==> config.mk <==
export PLATFORM = sky130hd
export DESIGN_NAME = conv_seq
export DESIGN_NICKNAME = d
export VERILOG_FILES = /design/src/conv_seq_pkg.sv /design/src/conv_seq.sv
export SDC_FILE = /design/constraint.sdc
export NUM_CORES = 1
export LEC_CHECK = 0
export ABC_AREA = 1
export CORE_UTILIZATION = 60
export CTS_CLUSTER_DIAMETER = 150
export DETAILED_ROUTE_END_ITERATION = 8
export DONT_BUFFER_PORTS = 1
export PLACE_DENSITY = 0.74
export SYNTH_ARGS = -nofsm -noshare
export SYNTH_HDL_FRONTEND = slang
export SYNTH_SLANG_ARGS = --single-unit
==> constraint.sdc <==
create_clock -name sys_clk -period 2.1 [get_ports sys_clk]
set_input_delay 0.525 -clock sys_clk [delete_from_list [all_inputs] [get_ports sys_clk]]
set_output_delay 0.525 -clock sys_clk [all_outputs]
set_load 0.02 [all_outputs]
==> src/conv_seq_pkg.sv <==
// Shared constants and carriers for the conversion start sequencer.
// Assumes a single 125 MHz system clock and a synchronous active-high reset.
package conv_seq_pkg;

  // Configuration word layout (written by the host in one strobe)
  localparam int ACQ_SEL_LSB = 0;
  localparam int ACQ_SEL_W = 2;
  localparam int CMD_LSB = 4;
  localparam int CMD_W = 3;
  localparam int TRIG_MODE_BIT = 2;
  localparam int BUS_WIDTH_BIT = 3;
  localparam int CFG_W = 7;

  // Command codes in the command field
  localparam logic [2:0] CMD_START = 3'h0;
  localparam logic [2:0] CMD_STANDBY = 3'h1;
  localparam logic [2:0] CMD_RESET = 3'h2;
  localparam logic [2:0] CMD_FULCAL = 3'h3;
  localparam logic [2:0] CMD_AUTOZERO = 3'h4;

  // Register offsets on the plain port
  localparam logic [1:0] OFS_CFG = 2'h0;
  localparam logic [1:0] OFS_DATA = 2'h1;
  localparam logic [1:0] OFS_STATUS = 2'h2;

  // Reset value: standby command, synchronous trigger mode, 8-bit bus
  localparam logic [6:0] CFG_RESET = 7'h14;

  // Acquisition counts in master clock cycles for each select code
  localparam logic [6:0] ACQ_CNT0 = 7'h09;
  localparam logic [6:0] ACQ_CNT1 = 7'h0F;
  localparam logic [6:0] ACQ_CNT2 = 7'h2F;
  localparam logic [6:0] ACQ_CNT3 = 7'h4F;

  // Default conversion and calibration lengths in cycles
  localparam int CONV_CYCLES = 44;
  localparam int CAL_CYCLES = 200;

  localparam int RESULT_W = 13;

  // Decoded configuration carried as one bundle
  typedef struct packed {
    logic [2:0] cmd;
    logic bus_width_bit;
    logic trig_mode;
    logic [1:0] acquisition_select_bits;
  } cfg_t;

  typedef enum logic [5:0] {
    ST_STANDBY = 6'h01,
    ST_READY = 6'h02,
    ST_ACQ = 6'h04,
    ST_TRACK = 6'h08,
    ST_CONV = 6'h10,
    ST_CAL = 6'h20
  } state_t;

endpackage

==> src/conv_seq.sv <==
// Conversion start sequencer: acquisition timing, conversion, result readout.
// Host bus is a plain synchronous port; trigger pin is three signals.
//
// The placing of the registers and the plain strobed port were decided locally.
`timescale 1ns/1ns
`default_nettype none

module conv_seq #(
  parameter int CONV_LEN = conv_seq_pkg::CONV_CYCLES,
  parameter int CAL_LEN = conv_seq_pkg::CAL_CYCLES
) (
  input wire logic sys_clk,
  input wire logic rst,
  input wire logic [1:0] addr,
  input wire logic [15:0] wdata,
  input wire logic wr,
  input wire logic rd,
  output logic [15:0] rdata,
  input wire logic [12:0] sample_in,
  input wire logic trig_in,
  output logic trig_out,
  output logic trig_oe_n,
  output logic conversion_ready_n
);

  // Current configuration bundle
  conv_seq_pkg::cfg_t cfg;
  // Sequencer state
  conv_seq_pkg::state_t state;
  // Cycle counter shared by acquisition, conversion and calibration
  logic [7:0] cnt;
  // Held result and the sample latched at hold time
  logic [12:0] result;
  logic [12:0] held;
  // Byte pointer for 8-bit reads: set after the low byte
  logic byte_hi;
  // Previous trigger level for edge detection
  logic trig_q;

  // Acquisition count lookup from the select bits
  function automatic logic [6:0] acq_len(input logic [1:0] sel);
    case (sel)
      2'h0: acq_len = conv_seq_pkg::ACQ_CNT0;
      2'h1: acq_len = conv_seq_pkg::ACQ_CNT1;
      2'h2: acq_len = conv_seq_pkg::ACQ_CNT2;
      default: acq_len = conv_seq_pkg::ACQ_CNT3;
    endcase
  endfunction

  // Bus decode
  wire cfg_wr = wr && (addr == conv_seq_pkg::OFS_CFG);
  wire data_rd = rd && (addr == conv_seq_pkg::OFS_DATA);
  wire [2:0] new_cmd = wdata[conv_seq_pkg::CMD_LSB +: conv_seq_pkg::CMD_W];
  wire trig_rise = trig_in && !trig_q;
  // A read that completes the result: second byte, or any 13-bit read
  wire last_rd = data_rd && (cfg.bus_width_bit || byte_hi);
  wire is_async = !cfg.trig_mode;
  wire start_cfg = (cfg.cmd == conv_seq_pkg::CMD_START);
  wire [7:0] acq_end = {1'b0, acq_len(cfg.acquisition_select_bits)} - 8'h01;
  wire [7:0] conv_end = 8'(CONV_LEN - 1);
  wire [7:0] cal_end = 8'(CAL_LEN - 1);
  wire [15:0] next_rdata = (addr == conv_seq_pkg::OFS_CFG) ? {9'h000, cfg} :
    (addr == conv_seq_pkg::OFS_STATUS) ? {10'h000, state} :
    !data_rd ? 16'h0000 :
    cfg.bus_width_bit ? {{3{result[12]}}, result} :
    byte_hi ? {11'h000, result[12:8]} : {8'h00, result[7:0]};

  // Configuration register: reset puts standby and sync mode in place
  always_ff @(posedge sys_clk) begin
    if (rst) begin
      cfg <= conv_seq_pkg::CFG_RESET;
    end else if (cfg_wr) begin
      cfg <= wdata[conv_seq_pkg::CFG_W-1:0];
    end
  end

  // Read data stands only in the cycle after the strobe
  always_ff @(posedge sys_clk) begin
    if (rst) begin
      rdata <= 16'h0000;
    end else begin
      rdata <= rd ? next_rdata : 16'h0000;
    end
  end

  // Byte pointer: low byte first, a configuration write rewinds it
  always_ff @(posedge sys_clk) begin
    if (rst || cfg_wr) begin
      byte_hi <= 1'b0;
    end else if (data_rd && !cfg.bus_width_bit) begin
      byte_hi <= !byte_hi;
    end
  end

  // Trigger edge detector; pin is an input only in sync mode
  always_ff @(posedge sys_clk) begin
    if (rst) begin
      trig_q <= 1'b0;
    end else begin
      trig_q <= trig_in;
    end
  end

  // Main sequencer; a command write outranks any activity in progress
  always_ff @(posedge sys_clk) begin
    if (rst) begin
      state <= conv_seq_pkg::ST_STANDBY;
      cnt <= 8'h00;
      conversion_ready_n <= 1'b1;
      trig_out <= 1'b0;
      trig_oe_n <= 1'b1;
      result <= 13'h0000;
      held <= 13'h0000;
    end else if (cfg_wr) begin
      trig_out <= 1'b0;
      trig_oe_n <= wdata[conv_seq_pkg::TRIG_MODE_BIT];
      cnt <= 8'h00;
      case (new_cmd)
        conv_seq_pkg::CMD_STANDBY: begin
          state <= conv_seq_pkg::ST_STANDBY;
          conversion_ready_n <= 1'b1;
        end
        conv_seq_pkg::CMD_FULCAL, conv_seq_pkg::CMD_AUTOZERO: begin
          state <= conv_seq_pkg::ST_CAL;
          conversion_ready_n <= 1'b1;
        end
        default: begin
          // Start and reset both land in the ready state with ready_n low
          state <= conv_seq_pkg::ST_READY;
          conversion_ready_n <= 1'b0;
        end
      endcase
    end else begin
      case (state)
        conv_seq_pkg::ST_STANDBY: begin
          conversion_ready_n <= 1'b1;
        end
        conv_seq_pkg::ST_READY: begin
          if (start_cfg && is_async && last_rd) begin
            state <= conv_seq_pkg::ST_ACQ;
            conversion_ready_n <= 1'b1;
            cnt <= 8'h00;
          end else if (start_cfg && !is_async && trig_rise) begin
            // Trigger holds the input and converts at once
            state <= conv_seq_pkg::ST_CONV;
            conversion_ready_n <= 1'b1;
            held <= sample_in;
            cnt <= 8'h00;
          end else if (start_cfg && !is_async && last_rd) begin
            // Read only raises ready_n; tracking continues to the trigger
            state <= conv_seq_pkg::ST_TRACK;
            conversion_ready_n <= 1'b1;
          end
        end
        conv_seq_pkg::ST_ACQ: begin
          if (cnt == acq_end) begin
            state <= conv_seq_pkg::ST_CONV;
            trig_out <= 1'b1;
            held <= sample_in;
            cnt <= 8'h00;
          end else begin
            cnt <= cnt + 8'h01;
          end
        end
        conv_seq_pkg::ST_TRACK: begin
          if (trig_rise) begin
            state <= conv_seq_pkg::ST_CONV;
            held <= sample_in;
            cnt <= 8'h00;
          end
        end
        conv_seq_pkg::ST_CONV: begin
          if (cnt == conv_end) begin
            state <= conv_seq_pkg::ST_READY;
            conversion_ready_n <= 1'b0;
            trig_out <= 1'b0;
            result <= held;
          end else begin
            cnt <= cnt + 8'h01;
          end
        end
        conv_seq_pkg::ST_CAL: begin
          // Calibration internals are outside this block; only its length is timed
          if (cnt == cal_end) begin
            state <= conv_seq_pkg::ST_READY;
            conversion_ready_n <= 1'b0;
          end else begin
            cnt <= cnt + 8'h01;
          end
        end
        default: begin
          state <= conv_seq_pkg::ST_STANDBY;
        end
      endcase
    end
  end

  // Async 13-bit read from ready raises ready_n on the next edge
  property p_read_raises;
    @(posedge sys_clk) disable iff (rst)
      (state == conv_seq_pkg::ST_READY && start_cfg && is_async && cfg.bus_width_bit && data_rd && !wr)
        |=> conversion_ready_n && state == conv_seq_pkg::ST_ACQ;
  endproperty
  a_read_raises: assert property (p_read_raises) else $error("read did not start acquisition");

  // Status pin rises exactly after the count for select code 0; a command write abandons the check
  property p_acq_len;
    @(posedge sys_clk) disable iff (rst || cfg_wr)
      ($rose(state == conv_seq_pkg::ST_ACQ) && cfg.acquisition_select_bits == 2'h0)
        |-> !trig_out [*8] ##1 !trig_out ##1 trig_out;
  endproperty
  a_acq_len: assert property (p_acq_len) else $error("acquisition length wrong");

  // Status pin only high while converting in async mode
  property p_status_conv;
    @(posedge sys_clk) disable iff (rst)
      trig_out |-> state == conv_seq_pkg::ST_CONV && !trig_oe_n;
  endproperty
  a_status_conv: assert property (p_status_conv) else $error("status pin outside conversion");

  // End of conversion drops both ready_n and the status pin
  property p_done;
    @(posedge sys_clk) disable iff (rst)
      (state == conv_seq_pkg::ST_CONV && cnt == conv_end && !cfg_wr) |=> !conversion_ready_n && !trig_out;
  endproperty
  a_done: assert property (p_done) else $error("conversion end not signalled");

  // In sync mode nothing but a trigger edge enters conversion
  property p_sync_trig;
    @(posedge sys_clk) disable iff (rst)
      (!is_async && !cfg_wr && state != conv_seq_pkg::ST_CONV) ##1 (state == conv_seq_pkg::ST_CONV)
        |-> $past(trig_rise);
  endproperty
  a_sync_trig: assert property (p_sync_trig) else $error("sync conversion without trigger");

  // Standby holds ready_n high
  property p_standby;
    @(posedge sys_clk) disable iff (rst)
      state == conv_seq_pkg::ST_STANDBY |-> conversion_ready_n;
  endproperty
  a_standby: assert property (p_standby) else $error("ready_n low in standby");

  // Reset command lands in ready with ready_n low
  property p_reset_cmd;
    @(posedge sys_clk) disable iff (rst)
      (cfg_wr && new_cmd == conv_seq_pkg::CMD_RESET) |=> state == conv_seq_pkg::ST_READY && !conversion_ready_n;
  endproperty
  a_reset_cmd: assert property (p_reset_cmd) else $error("reset command failed");

  // 8-bit first read gives the low byte, second the high byte
  property p_bytes;
    @(posedge sys_clk) disable iff (rst)
      (data_rd && !cfg.bus_width_bit && !byte_hi) |=> rdata == {8'h00, $past(result[7:0])};
  endproperty
  a_bytes: assert property (p_bytes) else $error("low byte not first");

  // 8-bit second read gives the upper bits of the result
  property p_high_byte;
    @(posedge sys_clk) disable iff (rst)
      (data_rd && !cfg.bus_width_bit && byte_hi) |=> rdata == {11'h000, $past(result[12:8])};
  endproperty
  a_high_byte: assert property (p_high_byte) else $error("high byte not second");

  // 13-bit read returns the whole result, sign extended
  property p_word_read;
    @(posedge sys_clk) disable iff (rst)
      (data_rd && cfg.bus_width_bit) |=> rdata == {{3{$past(result[12])}}, $past(result)};
  endproperty
  a_word_read: assert property (p_word_read) else $error("whole result not returned");

  // Async 8-bit: the second read starts acquisition
  property p_async8_start;
    @(posedge sys_clk) disable iff (rst)
      (state == conv_seq_pkg::ST_READY && start_cfg && is_async && !cfg.bus_width_bit && data_rd && byte_hi && !wr)
        |=> conversion_ready_n && state == conv_seq_pkg::ST_ACQ;
  endproperty
  a_async8_start: assert property (p_async8_start) else $error("second read did not restart");

  // Async 8-bit: the first read alone starts nothing
  property p_first_byte_wait;
    @(posedge sys_clk) disable iff (rst)
      (state == conv_seq_pkg::ST_READY && is_async && !cfg.bus_width_bit && data_rd && !byte_hi && !wr)
        |=> state == conv_seq_pkg::ST_READY && !conversion_ready_n;
  endproperty
  a_first_byte_wait: assert property (p_first_byte_wait) else $error("first read left ready");

  // Sync mode: a completing read only raises ready_n and waits for the trigger
  property p_sync_read;
    @(posedge sys_clk) disable iff (rst)
      (state == conv_seq_pkg::ST_READY && start_cfg && !is_async && last_rd && !trig_rise && !wr)
        |=> conversion_ready_n && state == conv_seq_pkg::ST_TRACK;
  endproperty
  a_sync_read: assert property (p_sync_read) else $error("sync read did not raise ready_n");

  // Tracking lasts until a trigger edge or a command write
  property p_track_hold;
    @(posedge sys_clk) disable iff (rst)
      (state == conv_seq_pkg::ST_TRACK && !trig_rise && !cfg_wr) |=> state == conv_seq_pkg::ST_TRACK && conversion_ready_n;
  endproperty
  a_track_hold: assert property (p_track_hold) else $error("tracking ended without trigger");

  // Pin drives only in async mode; direction follows the mode bit
  property p_pin_dir;
    @(posedge sys_clk) disable iff (rst)
      trig_oe_n == cfg.trig_mode;
  endproperty
  a_pin_dir: assert property (p_pin_dir) else $error("pin direction disagrees with mode");

  // A start command write lands in ready with ready_n low
  property p_start_cmd;
    @(posedge sys_clk) disable iff (rst)
      (cfg_wr && new_cmd == conv_seq_pkg::CMD_START) |=> state == conv_seq_pkg::ST_READY && !conversion_ready_n;
  endproperty
  a_start_cmd: assert property (p_start_cmd) else $error("start command not taken");

  // Ready_n stays high until the conversion count runs out
  property p_conv_busy;
    @(posedge sys_clk) disable iff (rst)
      (state == conv_seq_pkg::ST_CONV && cnt != conv_end && !cfg_wr) |=> state == conv_seq_pkg::ST_CONV && conversion_ready_n;
  endproperty
  a_conv_busy: assert property (p_conv_busy) else $error("conversion ended early");

endmodule // conv_seq

`default_nettype wire

==> flow_summary_export.csv, run 1 <==
group,metric,value,unit
status,status,"complete, no violations",
power,internal-power,2201,µW
setup_path,path_buf_inv,1,
timing,hold_viol,0,
routing,firstDrtPassIters,5,
setup_path,crit_path_start_kind,"flop",
cts,clock_latency,350,ps
global_route,grt_pass1_vias,2595,
place,place_congestion,0.9077,
cts,cts_hold_buf,0,
place,hpwl,5.596,mm
logic_synthesis,async_flop_share,0,%
setup_path,cpPeakStageDelay,390,ps
cts,cts_made_buffers,9,
place,portBuffers,0,
cells_and_area,fin_area,3390,µm²
power,ir_drop,0.0007898,V
cells_and_area,layout_commonest_cell,"nand2_1",
place,place_inst,497,
global_route,grt_first_pass_wirelength,12.36,mm
logic_synthesis,synth-warning-count,0,
power,switchingPower,826.9,µW
logic_synthesis,synth_seq_cells,64,
cells_and_area,fillerInstances,421,
power,p_leak,0.001330,µW
cts,cts_resized,0,
place,dp_slack,164.7,ps
floorplanning,num_rows,25,
timing,setup-violations-final,0,
power,p_seq_share,44.5,%
setup_path,end_kind,"flop",
setup_path,worst-path-max-fanout,26,
cts,cts_tree,"done",
timing,grt_setup_unrepaired,"false",
floorplanning,coreArea,4817,µm²
logic_synthesis,ys_seq_area_share,41.95,%
floorplanning,io_pins,55,
global_route,grt_max_degree,27,
logic_synthesis,synth_nets,468,
cells_and_area,drive_gt1_share,10.79,%
cts,cts_setup_buffers,0,
cts,clk_path_buf_depth,2,
power,power.density,893.4,nW/µm²
setup_path,crit_type,"flop to flop",
run,max_cap_violations,0,
cells_and_area,fin_util,70.36,%
timing,max_freq,537.3,MHz
cells_and_area,final_nets,478,
routing,drt-initial-drc-count,257,
cts,clockRootBuffer,"clkbuf_8",
timing,tns,0,ps
timing,drv_slew,0,
logic_synthesis,synth_edf_count,0,
global_route,antenna_found_initial,0,
cells_and_area,area_delta_synth_final,10.98,%
setup_path,cp.arrival,2090,ps
logic_synthesis,syn_area,3054,µm²
place,place_area,3157,µm²
setup_path,path_delay_family,"simple AND/OR/NAND/NOR gates",
routing,wl,7.612,mm
timing,slew_headroom,62.62,%
setup_path,cp.required,2330,ps
setup_path,crit_slowest_cell,"dfxtp_1",
logic_synthesis,syn_inst,431,
logic_synthesis,synthDistinctLibCells,33,
floorplanning,die-area,5379,µm²
routing,antenna_left,0,
logic_synthesis,ys.flop_type,"dfxtp_1",
cells_and_area,final_cell_mix,"82 x nand2_1, 64 x dfxtp_1, 52 x inv_1",
routing,routed_via_density,5.719,
power,combPwrFrac,14.1,%
floorplanning,dieWidth,73.35,µm
cts,htree_levels,3,
cells_and_area,layout.cells.non_filler,512,
global_route,grt.total_usage,30.53,%
timing,worst_pin_slew,558.7,ps
cts,path_clk_slew,70,ps
power,switching_share,27.31,%
min_path,min_path_type,"primary input to flop",
routing,drc_errors,0,
cts,numClockSinks,64,
timing,fin_skew,10.60,ps
power,clock_power_share,41.5,%
floorplanning,floorplan.initialDensity,63.40,%
timing,fin_crit_sh,88.63,%
routing,via_count,2928,
cells_and_area,diodes,0,
timing,layout_setup_ws,238.9,ps
logic_synthesis,postSynthAreaPerCell,7.086,µm²
setup_path,cp_cell_sequence,"ha_1 -> nand4_1 -> nor2_2 -> nand2_1 -> buf_4 -> o21ai_0 -> a21oi_1",
global_route,grt-ovfl-total,0,
routing,routedWlPerCell,14.87,µm
floorplanning,die_h,73.35,µm
timing,fin_crit,1861,ps
## stage by stage
step	power [µW]	hold slack, ps
after global placement	1783	430.6
final	3028	238.7
after global routing	3152	228.6
after CTS	3030	229.2
after detailed placement	1788	440.6
after floorplan	1687	420.5
## layer usage
layer  up-vias  part of all wire [%]  global-route usage [%]
met3        14                   6.5                   6.173
met5         -                     0                       0
met4         0                   1.8                   11.11
met1      1359                    47                   43.21
met2       100                    44                   45.99
li1       1455                     -                       -
## Yosys cell counts (2+ instances only)
cell	count	area, µm²
a21oi_1	47	235.2
a21oi_2	2	17.52
a221oi_1	6	52.55
buf_2	3	15.01
buf_4	3	22.52
buf_6	2	22.52
clkbuf_1	7	26.28
dfxtp_1	64	1281
inv_1	52	195.2
inv_2	2	7.510
nand2_1	82	307.8
nand3_1	40	200.2
nand3b_1	2	15.01
nand4_1	12	75.07
nor2_1	40	150.1
nor2_2	8	50.05
nor2_4	2	22.52
nor3_1	2	10.01
o211ai_1	4	30.03
o21ai_0	37	185.2
o21ai_1	2	10.01
## worst paths after layout
check	end	slack, ps	start	cells past startpoint
worst max-delay path	result[3]	240	cnt[1]	7
worst min-delay path	state[4]	240	rst	1
worst max register to register	result[3]	240	cnt[1]	7
worst min register to register	rdata[7]	450	result[7]	2
## cell families after synthesis
family                     after synthesis  share of synthesized area [%]
buffers and inverters                   70                          9.586
xor gates and xnor gates                 1                         0.2868
AOI/OAI and AO/OA                      103                          18.89
adders and majority gates                1                         0.4096
and+or+nand+nor                        192                          28.88
DFF                                     64                          41.95
## area by class of cell
| class | instances | area (µm²) | area share (%) |
|---|---|---|---|
| sequential | 64 | 1281 | 37.80 |
| clock buffer | 9 | 123.9 | 3.654 |
| multi-input combinational | 297 | 1480 | 43.67 |
| inverter | 55 | 206.4 | 6.091 |
| clock inverter | 6 | 108.9 | 3.212 |
| timing repair buffer | 14 | 105.1 | 3.101 |
| tap | 67 | 83.83 | 2.473 |
## power groups by stage
stage                     logic [µW]  clock network (µW)  registers [µW]
after global placement           412                   0            1370
after detailed placement         416                   0            1370
after global routing             480                1320            1350
after CTS                        423                1260            1340
after floorplan                  332                   0            1360
final                            427                1260            1350
## registers in the layout, summed over array words and instances, names as in the netlist, 6 cells and up
| name | count |
|---|---|
| state | 6 |
| cnt | 8 |
| result | 13 |
| cfg | 6 |
| rdata | 13 |
| held | 13 |
(Power assumes the default switching activity.)
==> run 2: changes to the inputs <==
CORE_MARGIN = 4   (was unset)
==> run 2 against run 1 <==
Effect of this change: count of clock-buffer cells in the layout is 2 higher; sequential power barely moved; critical path depth did not move; combinational power about the same; sequential cell count unchanged; critical path type unchanged; critical endpoint is now result[7]; highest routed layer unchanged.
==> flow_summary_export.csv, run 2 (synthesis gave the netlist of run 1 again) <==
group,metric,value,unit
setup_path,end_kind,"flop",
global_route,grt_max_degree,27,
cts,clk_path_buf_depth,2,
routing,routedWlPerCell,14.74,µm
cts,htree_levels,3,
timing,grt_setup_unrepaired,"false",
floorplanning,io_pins,55,
place,place_congestion,0.9155,
setup_path,path_buf_inv,1,
place,dp_slack,122.4,ps
run,max_cap_violations,0,
floorplanning,dieWidth,79.35,µm
power,power.total,2823,µW
setup_path,crit_path_start_kind,"flop",
routing,drt-initial-drc-count,270,
cts,cts_made_buffers,9,
cells_and_area,layout_commonest_cell,"nand2_1",
cells_and_area,final_nets,480,
timing,worst_pin_slew,527.2,ps
floorplanning,die_h,79.35,µm
routing,antenna_left,0,
global_route,grtUsageMet3,6.349,%
floorplanning,num_rows,25,
cells_and_area,drive_gt1_share,11.16,%
floorplanning,die-area,6296,µm²
place,place_inst,496,
timing,holdWs,238.6,ps
setup_path,cpPeakStageDelay,390,ps
cts,cts_hold_buf,0,
cells_and_area,area_delta_synth_final,10.32,%
cts,clock_latency,340,ps
cells_and_area,diodes,0,
setup_path,cp_cell_sequence,"ha_1 -> nand4_1 -> nor2_2 -> nand2_1 -> buf_4 -> o21ai_0 -> a21oi_1",
cts,cts_tree,"done",
setup_path,crit_type,"flop to flop",
power,ir_drop,0.0004928,V
setup_path,worst-path-max-fanout,26,
timing,tns,0,ps
cts,path_clk_slew,70,ps
timing,max_freq,527.0,MHz
timing,drv_slew,0,
cts,numClockSinks,64,
routing,via_count,2928,
cells_and_area,reg_top3,"held x13, rdata x13, result x13",
routing,firstDrtPassIters,5,
routing,wl,7.592,mm
timing,fin_crit_sh,90.35,%
timing,fin_skew,7.580,ps
setup_path,path_delay_family,"simple AND/OR/NAND/NOR gates",
floorplanning,floorplan.initialDensity,63.40,%
timing,hold_viol,0,
setup_path,cp.required,2320,ps
timing,setup-violations-final,0,
global_route,grt_first_pass_wirelength,12.63,mm
cts,clockRootBuffer,"clkbuf_8",
global_route,antenna_found_initial,0,
power,power.density,837.8,nW/µm²
setup_path,crit_slowest_cell,"dfxtp_1",
global_route,grt_use_met2,35.94,%
global_route,grtUsageMet1,37.88,%
routing,routed_via_density,5.685,
timing,layout_setup_ws,202.6,ps
global_route,grt-busiest-layer,"met1",
global_route,grt.total_usage,26.17,%
place,hpwl,5.471,mm
global_route,grt-ovfl-total,0,
global_route,grt_pass1_vias,2601,
cells_and_area,final_cell_mix,"82 x nand2_1, 64 x dfxtp_1, 52 x inv_1",
cells_and_area,layout.cells.non_filler,515,
power,p_leak,0.001320,µW
min_path,min_path_type,"primary input to flop",
timing,slew_headroom,64.72,%
place,portBuffers,0,
status,status,"complete, no violations",
routing,drc_errors,0,
floorplanning,coreArea,4817,µm²
setup_path,cp.arrival,2120,ps
timing,fin_crit,1897,ps
run 2: cell types whose count changed in the layout (fill, tap and decap cells not counted), sizes merged:
cell      before  now
clkinvlp       0    1
bufinv         3    1
buf           14   16
clkbuf         9   11
run 2: path summary, 6_finish.rpt:
kind              startpoint   endpoint  slack [ps]  cells past startpoint
hold / removal           rst   state[5]         240                      1
hold reg to reg    result[4]  result[4]         440                      2
setup / recovery      cnt[1]  result[7]         200                      7
setup reg to reg      cnt[1]  result[7]         200                      7
run 2: power breakdown:
group	total (µW)	internal (µW)	switching (µW)
Clock	1050	578	472
Sequential	1350	1280	69.9
Combinational	427	149	278
run 2: metrics by stage:
| step | util (%) | area (µm²) |
|---|---|---|
| floorplan | - | 3054 |
| global placement | 65.38 | 3149 |
| detailed placement | 65.38 | 3149 |
| CTS | 69.48 | 3347 |
| global route | 69.95 | 3369 |
| finish | 69.95 | 3369 |
run 2: final cells by class:
type / instances / area [µm²]
well taps: 67 / 83.83
clock buffers: 11 / 141.4
fillers: 434 / 1448
clock inverters: 5 / 56.30
multi-input cells: 297 / 1480
repair buffers: 16 / 120.1
inverters: 55 / 206.4
flip-flops and latches: 64 / 1281
run 2: layer usage:
metal / share of wire [%] / vias up / wire length (µm)
met5: 0 / - / 0
met4: 2.3 / 0 / 178
met3: 6.8 / 12 / 520
met2: 42 / 111 / 3223
met1: 48 / 1339 / 3670
li1: - / 1466 / -
run 2: timing repair:
item,in CTS,in global routing
buffers inserted,0,3
setup endpoints to repair,0,13
gates resized for setup,0,0
endpoints found under the hold margin,0,0
